--- config.mk ---
export PLATFORM = sky130hd
export DESIGN_NAME = iprm_bank
export DESIGN_NICKNAME = d
export VERILOG_FILES = /design/src/iprm_pkg.sv /design/src/iprm_resolve.sv /design/src/iprm_bank.sv
export SDC_FILE = /design/constraint.sdc
export NUM_CORES = 1
export LEC_CHECK = 0
export ABC_CLOCK_PERIOD_IN_PS = 37000
export BUFFER_PORTS_ARGS = -buffer_cell sky130_fd_sc_hd__buf_2
export CORE_MARGIN = 5
export CORE_UTILIZATION = 50
export CTS_CLUSTER_SIZE = 16
export DETAILED_ROUTE_END_ITERATION = 10
export HOLD_SLACK_MARGIN = 0.05
export PLACE_DENSITY = 0.81
export SETUP_SLACK_MARGIN = 0.2
export SYNTH_ARGS = -nofsm -noshare
export SYNTH_HDL_FRONTEND = slang
export SYNTH_SLANG_ARGS = --single-unit
--- constraint.sdc ---
create_clock -name sys_clk -period 37 [get_ports sys_clk]
set_input_delay 3.7 -clock sys_clk [delete_from_list [all_inputs] [get_ports sys_clk]]
set_output_delay 3.7 -clock sys_clk [all_outputs]
set_load 0.02 [all_outputs]
--- src/iprm_pkg.sv ---
package iprm_pkg;
   // ------------------------------------------------------------
   // Command codes on the command port
   // ------------------------------------------------------------
   localparam logic [3:0] CMD_NONE = 4'h0;
   localparam logic [3:0] CMD_NS_DONE = 4'h1;       // Non-specific service done
   localparam logic [3:0] CMD_SP_DONE = 4'h2;       // Specific service done
   localparam logic [3:0] CMD_ROT_NS_DONE = 4'h3;   // Rotate on non-specific done
   localparam logic [3:0] CMD_ROT_SP_DONE = 4'h4;   // Rotate on specific done
   localparam logic [3:0] CMD_SET_PRIO = 4'h5;      // Set lowest priority
   localparam logic [3:0] CMD_ROT_AUTO_SET = 4'h6;
   localparam logic [3:0] CMD_ROT_AUTO_CLR = 4'h7;
   localparam logic [3:0] CMD_SMM_SET = 4'h8;
   localparam logic [3:0] CMD_SMM_CLR = 4'h9;
   localparam logic [3:0] CMD_AUTO_SET = 4'ha;
   localparam logic [3:0] CMD_AUTO_CLR = 4'hb;

   // ------------------------------------------------------------
   // Reset values and the default acknowledge level
   // ------------------------------------------------------------
   localparam logic [2:0] LOWEST_RESET = 3'h7;
   localparam logic [7:0] MASK_RESET = 8'h00;
   localparam logic [2:0] DEFAULT_LEVEL = 3'h7;

   // Command carried from host
   typedef struct packed {
      logic [3:0] code;
      logic [2:0] level;
   } iprm_cmd_s;

   // Acknowledge answer
   typedef struct packed {
      logic is_default;
      logic [2:0] level;
   } iprm_ack_s;

   typedef enum logic [2:0] {
      ACK_IDLE = 3'b001,
      ACK_FIRST = 3'b010,
      ACK_SECOND = 3'b100
   } iprm_ack_e;
endpackage

--- src/iprm_resolve.sv ---
`timescale 1ns/1ps
module iprm_resolve (
   input wire logic [7:0] bits,        // Candidate bits
   input wire logic [2:0] lowest,      // Lowest priority level
   output logic found,                 // Any bit set
   output logic [2:0] level            // Highest priority set level
);
   logic [2:0] cand;
   logic [2:0] prio;
   logic [2:0] best;

   // ------------------------------------------------------------
   // Scan all eight bits; lowest+1 ranks highest around the ring
   // ------------------------------------------------------------
   always_comb begin
      found = 1'b0;
      level = 3'h0;
      cand = 3'h0;
      prio = 3'h0;
      best = 3'h7;
      for (int i = 0; i < 8; i++) begin
         cand = 3'(i);
         prio = 3'(cand - lowest + 3'h7);
         if (bits[i] && (!found || prio < best)) begin
            found = 1'b1;
            best = prio;
            level = cand;
         end
      end
   end
endmodule

--- src/iprm_bank.sv ---
`timescale 1ns/1ps
// Contract
// - Serviced level becomes lowest in automatic rotation
// - Rotate non-specific done clears highest, rotates
// - Next higher level wraps to highest
// - Rotating auto mode rotates after second acknowledge
// - Separate set and clear rotate-auto commands
// - Set priority makes named level lowest
// - Rotate specific done clears and lowers named
// - Specific rotation accepted at any time
// - Nested default; non-specific done keeps order
// - Eight-bit mask, bit n disables channel n
// - Mask gates latch output only
// - Unmasking active request raises interrupt
// - Vanished request yields default level seven
// - Lower levels than in-service are inhibited
// - Special mask allows all except in-service
// - Special mask holds until disabled
// - Acknowledge sets in-service of highest pending
// - Auto mode ends the acknowledged level at the second acknowledge
// - Reset enters nested, level zero highest
module iprm_bank (
   input wire logic sys_clk,                   // System clock
   input wire logic reset,                     // Synchronous reset, high
   input wire logic [7:0] request_in,          // Request level, high active
   input wire logic cmd_valid,                 // Command strobe
   input wire iprm_pkg::iprm_cmd_s cmd,        // Command code and level
   input wire logic mask_write,                // Mask write strobe
   input wire logic [7:0] mask_wdata,          // Mask write data
   input wire logic irq_acknowledge_cycle,     // Acknowledge cycle strobe
   output logic [7:0] channel_mask,            // Mask register
   output logic [7:0] request_latch,           // Request latch
   output logic [7:0] in_service_bits,         // In-service register
   output logic [2:0] lowest_level,            // Lowest priority pointer
   output logic special_mask,                  // Special mask mode flag
   output logic auto_service_done,             // Auto service done flag
   output logic rotate_auto,                   // Rotating auto flag
   output logic int_req,                       // Interrupt request to host
   output iprm_pkg::iprm_ack_s ack_data        // Acknowledged level
);
   // ------------------------------------------------------------
   // State
   // ------------------------------------------------------------
   logic [7:0] mask_reg, mask_next;
   logic [7:0] irr_reg, irr_next;
   logic [7:0] isr_reg, isr_next;
   logic [2:0] low_reg, low_next;
   logic smm_reg, smm_next;
   logic auto_service_done_reg, auto_service_done_next;
   logic raeoi_reg, raeoi_next;
   iprm_pkg::iprm_ack_s ack_reg, ack_next;
   iprm_pkg::iprm_ack_e st_reg, st_next;

   // ------------------------------------------------------------
   // Decode
   // ------------------------------------------------------------
   wire logic [3:0] code = cmd_valid ? cmd.code : iprm_pkg::CMD_NONE;
   wire logic do_ns = code == iprm_pkg::CMD_NS_DONE;
   wire logic do_sp = code == iprm_pkg::CMD_SP_DONE;
   wire logic do_rns = code == iprm_pkg::CMD_ROT_NS_DONE;
   wire logic do_rsp = code == iprm_pkg::CMD_ROT_SP_DONE;
   wire logic do_setp = code == iprm_pkg::CMD_SET_PRIO;
   wire logic [7:0] named = 8'h01 << cmd.level;

   // Mode commands, one wire each; codes are exclusive
   wire logic do_smm_on = code == iprm_pkg::CMD_SMM_SET;
   wire logic do_smm_off = code == iprm_pkg::CMD_SMM_CLR;
   wire logic do_rauto_on = code == iprm_pkg::CMD_ROT_AUTO_SET;
   wire logic do_rauto_off = code == iprm_pkg::CMD_ROT_AUTO_CLR;
   wire logic do_auto_on = code == iprm_pkg::CMD_AUTO_SET;
   wire logic do_auto_off = code == iprm_pkg::CMD_AUTO_CLR;

   // Mask gates the latch output only; latch itself keeps requests
   wire logic [7:0] pend = irr_reg & ~mask_reg;

   // ------------------------------------------------------------
   // Priority resolvers: pending requests and in-service bits
   // ------------------------------------------------------------
   logic pend_found;
   logic [2:0] pend_lvl;
   logic isr_found;
   logic [2:0] isr_lvl;
   logic isv_found;
   logic [2:0] isv_lvl;

   iprm_resolve u_pend (
      .bits(pend),
      .lowest(low_reg),
      .found(pend_found),
      .level(pend_lvl)
   );

   // Highest in-service bit, used by non-specific done
   iprm_resolve u_isr (
      .bits(isr_reg),
      .lowest(low_reg),
      .found(isr_found),
      .level(isr_lvl)
   );

   // In special mask the masked in-service bits drop out of the
   // blocking set, but there grant uses smm_ok and not nest_ok
   wire logic [7:0] block_bits = smm_reg ? (isr_reg & ~mask_reg) : isr_reg;
   iprm_resolve u_blk (
      .bits(block_bits),
      .lowest(low_reg),
      .found(isv_found),
      .level(isv_lvl)
   );

   // Effective priorities of winner and blocker
   wire logic [2:0] pend_prio = 3'(pend_lvl - low_reg + 3'h7);
   wire logic [2:0] blk_prio = 3'(isv_lvl - low_reg + 3'h7);
   // Same or lower priority than in-service is inhibited
   wire logic nest_ok = !isv_found || (pend_prio < blk_prio);
   // In special mask only the in-service level itself is refused
   wire logic smm_ok = !isr_reg[pend_lvl];
   wire logic grant = pend_found && (smm_reg ? smm_ok : nest_ok);

   // ------------------------------------------------------------
   // Acknowledge sequence: two strobes per interrupt
   // ------------------------------------------------------------
   wire logic first_ack = irq_acknowledge_cycle && st_reg != iprm_pkg::ACK_FIRST;
   wire logic second_ack = irq_acknowledge_cycle && st_reg == iprm_pkg::ACK_FIRST;

   // ------------------------------------------------------------
   // Events of this cycle, each but point_named with its one-hot bit
   // ------------------------------------------------------------
   // Winner taken in service at the first acknowledge
   wire logic take_req = first_ack && grant;
   wire logic [7:0] grant_bit = 8'h01 << pend_lvl;
   // Automatic end needs a real level; a default answer ends nothing
   wire logic auto_end = second_ack && !ack_reg.is_default && (auto_service_done_reg || raeoi_reg);
   wire logic [7:0] auto_bit = 8'h01 << ack_reg.level;
   // Host ends the top routine; nothing happens with none in service
   wire logic clr_top = (do_ns || do_rns) && isr_found;
   wire logic [7:0] top_bit = 8'h01 << isr_lvl;
   // Host ends a named routine; no state check, so legal at any time
   wire logic clr_named = do_sp || do_rsp;
   // Any command that moves the lowest-priority pointer to cmd.level
   wire logic point_named = do_rsp || do_setp;

   always_comb begin
      st_next = st_reg;
      case (st_reg)
         // Waiting for the first strobe of a pair
         iprm_pkg::ACK_IDLE: begin
            if (irq_acknowledge_cycle) begin
               st_next = iprm_pkg::ACK_FIRST;
            end
         end
         // Answer loaded; the next strobe closes the pair
         iprm_pkg::ACK_FIRST: begin
            if (irq_acknowledge_cycle) begin
               st_next = iprm_pkg::ACK_SECOND;
            end
         end
         // A strobe straight away opens the next pair
         iprm_pkg::ACK_SECOND: begin
            st_next = irq_acknowledge_cycle ? iprm_pkg::ACK_FIRST : iprm_pkg::ACK_IDLE;
         end
         default: begin
            st_next = iprm_pkg::ACK_IDLE;
         end
      endcase
   end

   // ------------------------------------------------------------
   // Request latch: level sampled, cleared when taken in service
   // ------------------------------------------------------------
   always_comb begin
      irr_next = request_in;
      // Taken level drops for one cycle; a held line pends again
      if (take_req) begin
         irr_next = request_in & ~grant_bit;
      end
   end

   // ------------------------------------------------------------
   // Acknowledge answer; a vanished request gives the default level
   // ------------------------------------------------------------
   always_comb begin
      ack_next = ack_reg;
      if (first_ack) begin
         if (grant) begin
            ack_next.is_default = 1'b0;
            ack_next.level = pend_lvl;
         end else begin
            ack_next.is_default = 1'b1;
            ack_next.level = iprm_pkg::DEFAULT_LEVEL;
         end
      end
   end

   // ------------------------------------------------------------
   // In-service bits and rotation pointer
   // ------------------------------------------------------------
   always_comb begin
      isr_next = isr_reg;
      low_next = low_reg;
      // Automatic end at the second acknowledge
      if (auto_end) begin
         isr_next = isr_next & ~auto_bit;
      end
      // Rotating form also lowers the level just served
      if (auto_end && raeoi_reg) begin
         low_next = ack_reg.level;
      end
      // Host commands after the automatic end, so a command wins
      if (clr_top) begin
         isr_next = isr_next & ~top_bit;
      end
      if (do_rns && isr_found) begin
         low_next = isr_lvl;
      end
      if (clr_named) begin
         isr_next = isr_next & ~named;
      end
      if (point_named) begin
         low_next = cmd.level;
      end
      // Setting last: a level taken this cycle outlives any clear
      if (take_req) begin
         isr_next = isr_next | grant_bit;
      end
   end

   // ------------------------------------------------------------
   // Mode flags: each set only by its command, cleared by its pair
   // ------------------------------------------------------------
   always_comb begin
      smm_next = smm_reg;
      auto_service_done_next = auto_service_done_reg;
      raeoi_next = raeoi_reg;
      if (do_smm_on) begin
         smm_next = 1'b1;
      end
      if (do_smm_off) begin
         smm_next = 1'b0;
      end
      // Rotating form: no host command needed once set
      if (do_rauto_on) begin
         raeoi_next = 1'b1;
      end
      if (do_rauto_off) begin
         raeoi_next = 1'b0;
      end
      if (do_auto_on) begin
         auto_service_done_next = 1'b1;
      end
      if (do_auto_off) begin
         auto_service_done_next = 1'b0;
      end
   end

   assign mask_next = mask_write ? mask_wdata : mask_reg;

   // ------------------------------------------------------------
   // Registers; reset gives nested order, level 7 lowest
   // ------------------------------------------------------------
   // Mask register, cleared so every channel starts enabled
   always_ff @(posedge sys_clk) begin
      if (reset) begin
         mask_reg <= iprm_pkg::MASK_RESET;
      end else begin
         mask_reg <= mask_next;
      end
   end

   // Request latch, empty until the first sampled edge
   always_ff @(posedge sys_clk) begin
      if (reset) begin
         irr_reg <= 8'h00;
      end else begin
         irr_reg <= irr_next;
      end
   end

   // Priority pointer and in-service bits of this bank only
   always_ff @(posedge sys_clk) begin
      if (reset) begin
         low_reg <= iprm_pkg::LOWEST_RESET;
         isr_reg <= 8'h00;
      end else begin
         low_reg <= low_next;
         isr_reg <= isr_next;
      end
   end

   // Mode flags; every mode off after reset
   always_ff @(posedge sys_clk) begin
      if (reset) begin
         smm_reg <= 1'b0;
         auto_service_done_reg <= 1'b0;
         raeoi_reg <= 1'b0;
      end else begin
         smm_reg <= smm_next;
         auto_service_done_reg <= auto_service_done_next;
         raeoi_reg <= raeoi_next;
      end
   end

   always_ff @(posedge sys_clk) begin
      if (reset) begin
         ack_reg <= '0;
         st_reg <= iprm_pkg::ACK_IDLE;
      end else begin
         ack_reg <= ack_next;
         st_reg <= st_next;
      end
   end

   // ------------------------------------------------------------
   // Outputs; int_req is combinational so unmasking shows at once
   // ------------------------------------------------------------
   assign int_req = grant;

   // Register contents, straight from the flip-flops
   assign channel_mask = mask_reg;
   assign request_latch = irr_reg;
   assign in_service_bits = isr_reg;
   assign lowest_level = low_reg;

   // Mode flags and the last acknowledge answer
   assign special_mask = smm_reg;
   assign auto_service_done = auto_service_done_reg;
   assign rotate_auto = raeoi_reg;
   assign ack_data = ack_reg;
endmodule

==> run_results.csv, run 1 <==
group,metric,value,unit
status,status,"complete, no violations",
grt,met1_usage,0.342,
synthesis,ys_warn_count,0,
grt,grt_max_degree,32,
grt,grtUsageMet3,0.0385,
clocking,post_cts_resized,0,
floorplanning,initial_core_util,0.511,
drt,drtIter0Drc,455,
grt,grt-ovfl-total,0,
floorplanning,core_area,9240,um2
layout,layout-drive-gt1-share,0.178,
clocking,ctsLongestPathBuffers,2,
synthesis,synthFlopType,"dfxtp_1",
synthesis,synthCells,622,
critical_path,arrival,14890,ps
sta,finalSetupViolCount,0,
critical_path,cp.required,33300,ps
layout,final_area,5280,um2
grt,met2_usage,0.426,
clocking,cts.sinks,37,
clocking,htreeDepth,2,
synthesis,synth-seq-cells,37,
floorplanning,fp.dieW,107,um
sta,slew-limit-headroom,0.317,
layout,fin_cells,804,
drt,ant_nets,0,
critical_path,critPathMaxStageDelay,800,ps
clocking,cts_root_buf,"clkbuf_8",
placed_design,portBuffers,62,
pwr,peakVddDrop,0.0558,mV
drt,viasPerCell,6.47,
sta,min_period_over_period,0.502,
clocking,cts_hold_buf,0,
grt,grt.total_usage,0.259,
sta,rsz0062_at_grt,"no",
critical_path,cpMostUsedCell,"ha_1",
synthesis,synth_top_area_frac,0.157,
clocking,clk_pin_slew,70,ps
worst_hold_path,holdCritPathClass,"flip-flop to flip-flop",
placed_design,place_ws,19070,ps
clocking,clk-insertion-delay-late,300,ps
synthesis,netlist_area,4720,um2
grt,grt_pass1_vias,4986,
synthesis,avgSynthCellArea,7.60,um2
synthesis,synth_area_leaders,"dfxtp_1, ha_1, mux2_2",
synthesis,synthDistinctLibCells,83,
critical_path,cp_max_fo,31,
sta,tns,0,ps
sta,finalMaxSlewViolations,0,
critical_path,path_class,"flip-flop to output port",
pwr,power.total,0.339,mW
pwr,p_per_area,64.3,nW/um2
placed_design,placed_cells_incl_taps,796,
critical_path,slowest_stage,"a21oi_1",
drt,firstDrtPassIters,8,
placed_design,placed_area,5140,um2
critical_path,startpoint_type,"flip-flop",
synthesis,ys_seq_area_frac,0.157,
floorplanning,pin_count,63,
sta,max_freq,53.8,MHz
floorplanning,fp.dieH,107,um
drt,wl_per_cell,18.6,um
synthesis,synth_top_area_cell,"dfxtp_1",
drt,vias,5201,
drt,drc_errors,0,
sta,hold_viol_final,0,
sta,hold_ws,534,ps
grt,busiest_layer,"met2",
layout,post-route-util,0.571,
synthesis,postSynthNetCount,700,
job,drv_cap,0,
synthesis,synth_edf_count,0,
layout,antennaDiodeCount,0,
clocking,post_cts_buffers,0,
sta,fin_crit,18590,ps
critical_path,critPathCaptureType,"output port",
placed_design,finalWeightedCongestion,0.947,
clocking,cts_made_buffers,5,
grt,antenna_found_initial,0,
synthesis,synth-async-reset-ratio,0,
floorplanning,die_area,11500,um2
placed_design,dp_hpwl,11.4,mm
sta,worst_pin_slew,1020,ps
grt,grt_pass1_wl,24.4,mm
sta,fin_ws,18410,ps
floorplanning,std_cell_rows,35,
drt,wirelength,15.0,mm
sta,fin_skew,10.1,ps
clocking,cts_tree,"yes",
pwr,p_leak,2.42,nW
layout,fin_nets,752,
layout,area_growth,11.7,%
## power breakdown
group          total (mW)  switching (mW)  internal [mW]
Clock              0.0436          0.0165         0.0272
Sequential         0.0560          0.0113         0.0448
Combinational       0.240           0.139          0.101
## worst max-delay path, delay by kind of cell (launching register included)
kind,cells,cell delay (ps)
and+or+nand+nor,7,1420
DFF,1,320
xor gates and xnor gates,2,320
buffers and inverters,4,970
muxes,5,1940
adders and majority gates,11,3820
AOI/OAI and AO/OA,27,5760
## worst paths after layout
check	start	to	slack, ps	cells after the start
hold reg to reg	auto_service_done	auto_service_done	530	2
hold / removal	auto_service_done	auto_service_done	530	2
setup reg to reg	lowest_level[0]	request_latch[4]	22180	56
setup / recovery	lowest_level[0]	int_req	18410	56
## metal layers
layer / vias up / wire [um]
li1: 2448 / -
met1: 2404 / 6140
met2: 297 / 6840
met3: 52 / 1480
met4: 0 / 509
met5: - / 0
## synthesized netlist by cell type, types with 3 or more instances
cell type,number
inv_1,33
a221oi_1,4
a32o_1,4
o21ai_0,42
o22ai_1,3
and3_1,8
a211oi_1,6
o21ai_1,3
nand2b_1,10
a211o_1,5
xor2_1,3
nor2b_1,11
nand3b_1,12
a31o_2,3
a22oi_1,3
or2_2,5
mux2_2,21
nand2_1,60
a31oi_1,10
xnor2_1,6
ha_1,48
dfxtp_1,37
nand3_1,13
nor2_1,59
mux2i_1,14
a21o_1,12
a311oi_1,6
o211ai_1,9
nand4_1,4
buf_2,3
and2_1,9
nor3b_1,3
a21boi_0,11
clkbuf_1,15
a41oi_1,4
a21oi_1,39
nor3_1,12
o21a_1,12
## final cells by class
| cell class | instances | area, um2 |
|---|---|---|
| timing repair buffer | 65 | 333 |
| inverter | 35 | 131 |
| tap | 129 | 161 |
| clock buffer | 5 | 68.8 |
| clock inverter | 3 | 68.8 |
| sequential | 37 | 741 |
| multi-input combinational | 530 | 3770 |
| fill | 857 | 3960 |
## placed cells by master, fill, tap and decap left out, types with 12 or more instances in the layout
cell type / n
a21o_1: 12
a21oi_1: 39
buf_2: 62
dfxtp_1: 37
ha_1: 48
inv_1: 33
mux2_2: 21
mux2i_1: 14
nand2_1: 60
nand3_1: 13
nand3b_1: 12
nor2_1: 59
nor3_1: 12
o21a_1: 12
o21ai_0: 42
## kinds of logic after synthesis
logic type               count (synthesis)  synth area share
flip-flops                              37             0.157
AND/OR/NAND/NOR                        226             0.245
AO/OA/AOI/OAI                          209             0.319
adder cells (fa/ha/maj)                 50             0.136
multiplexers                            36            0.0829
XOR/XNOR                                 9            0.0167
buffers and inverters                   55            0.0445
Power figures use the tool's default switching activity.
==> run 2, diff against run 1 <==
ABC_CLOCK_PERIOD_IN_PS = 18970   (was 37000)
clock period = 18.97 ns   (was 37 ns; I/O delays follow)
==> run_results.csv, run 2 (same netlist as run 1, synthesis figures left out) <==
group,metric,value,unit
clocking,cts_root_buf,"clkbuf_8",
worst_hold_path,min_path_cells,2,
placed_design,placed_cells_incl_taps,797,
grt,grt_pass1_vias,5178,
clocking,clk-insertion-delay-late,300,ps
clocking,post_cts_resized,0,
critical_path,cp.required,17070,ps
critical_path,arrival,15000,ps
grt,grt.total_usage,0.260,
pwr,p_per_area,126,nW/um2
sta,min_period_over_period,0.891,
layout,register_area,741,um2
grt,antenna_found_initial,0,
sta,finalMaxSlewViolations,0,
sta,hold_ws,545,ps
drt,drtIter0Drc,393,
drt,vias,5215,
layout,layout_common_cells,"buf_2, nand2_1, nor2_1",
clocking,cts_made_buffers,5,
sta,finalSetupViolCount,0,
drt,drc_errors,0,
floorplanning,core_area,9240,um2
sta,worst_pin_slew,1020,ps
job,drv_cap,0,
floorplanning,pin_count,63,
critical_path,critPathMaxStageDelay,790,ps
critical_path,reg2reg_depth,56,
critical_path,cpMostUsedCell,"ha_1",
worst_hold_path,holdCritPathClass,"flip-flop to flip-flop",
sta,fin_crit,16900,ps
clocking,htreeDepth,2,
critical_path,r2r_slack,4030,ps
critical_path,cp_max_fo,31,
layout,fin_nets,753,
floorplanning,initial_core_util,0.511,
grt,grt-ovfl-total,0,
pwr,peakVddDrop,0.0879,mV
clocking,clk_pin_slew,90,ps
worst_hold_path,worstHoldStart,"auto_service_done",
clocking,post_cts_buffers,0,
drt,ant_nets,0,
critical_path,critPathCaptureType,"output port",
drt,wl_per_cell,18.7,um
grt,grt_max_degree,32,
drt,firstDrtPassIters,7,
sta,fin_skew,9.68,ps
layout,layout-drive-gt1-share,0.179,
critical_path,startpoint_type,"flip-flop",
worst_hold_path,hold_end,"auto_service_done",
critical_path,worstReg2RegEnd,"request_latch[5]",
clocking,cts.sinks,37,
layout,fin_cells,805,
critical_path,slowest_stage,"a21oi_1",
drt,viasPerCell,6.48,
floorplanning,fp.dieW,107,um
placed_design,dp_hpwl,11.5,mm
drt,wirelength,15.1,mm
layout,final_area,5290,um2
floorplanning,std_cell_rows,35,
floorplanning,die_area,11500,um2
layout,post-route-util,0.572,
layout,antennaDiodeCount,0,
clocking,ctsLongestPathBuffers,2,
critical_path,critPathTopFamily,"compound AO/OA/AOI/OAI gates",
clocking,cts_hold_buf,0,
placed_design,portBuffers,62,
sta,fin_ws,2070,ps
sta,rsz0062_at_grt,"no",
layout,multi_input_area,3770,um2
placed_design,placed_area,5150,um2
layout,final_common_cell,"buf_2",
pwr,power.total,0.664,mW
sta,max_freq,59.2,MHz
sta,slew-limit-headroom,0.322,
sta,hold_viol_final,0,
placed_design,place_ws,2770,ps
critical_path,worst-path-buf-inv,4,
grt,grt_pass1_wl,24.6,mm
pwr,p_leak,2.43,nW
critical_path,rr_startpoint,"lowest_level[0]",
clocking,cts_tree,"yes",
layout,area_growth,11.9,%
placed_design,finalWeightedCongestion,0.945,
sta,tns,0,ps
critical_path,path_class,"flip-flop to output port",
status,status,"complete, no violations",
floorplanning,fp.dieH,107,um
layout,fillers,856,
==> run 2: cell count changes in the layout (fill, tap and decap cells not counted), sizes merged <==
cell / previous run / this run
buf: 65 / 66
==> run 2: routing by layer <==
layer | up-vias | share of wire | track usage
met1 | 2419 | 0.41 | 0.332
met2 | 293 | 0.47 | 0.438
met5 | - | 0 | 0
met3 | 57 | 0.090 | 0.0385
li1 | 2446 | - | -
met4 | 0 | 0.032 | 0.104
==> run 2: tightest hold or removal path: cells and delay by family (launching register included) <==
family           cells  cell delay (ps)
AND/OR/NAND/NOR      1              110
AO/OA/AOI/OAI        1               60
flip-flops           1              330
==> run 2: worst max-delay path by stage <==
stage               slack (ps)       startpoint  depth (start not counted)       to
global placement          3500  lowest_level[0]                         56  int_req
detailed placement        2770  lowest_level[0]                         56  int_req
global route              1290  lowest_level[0]                         57  int_req
finish                    2070  lowest_level[0]                         56  int_req
floorplan                 4350  lowest_level[1]                         55  int_req
CTS                       2380  lowest_level[0]                         56  int_req
==> run 2: layout make-up <==
cell class                      instances  share of cell area
Clock buffer                            5              0.0130
Sequential cell                        37               0.140
Inverter                               35              0.0249
Tap cell                              129              0.0305
Timing Repair Buffer                   66              0.0644
Multi-Input combinational cell        530               0.714
Clock inverter                          3              0.0130
==> run 2: power by group <==
group          internal, mW  switching [mW]  leakage (nW)  total, mW
registers            0.0873          0.0224         0.304      0.110
logic                 0.197           0.271          2.05      0.468
clock network        0.0530          0.0334        0.0687     0.0864
total                 0.337           0.327          2.43      0.664
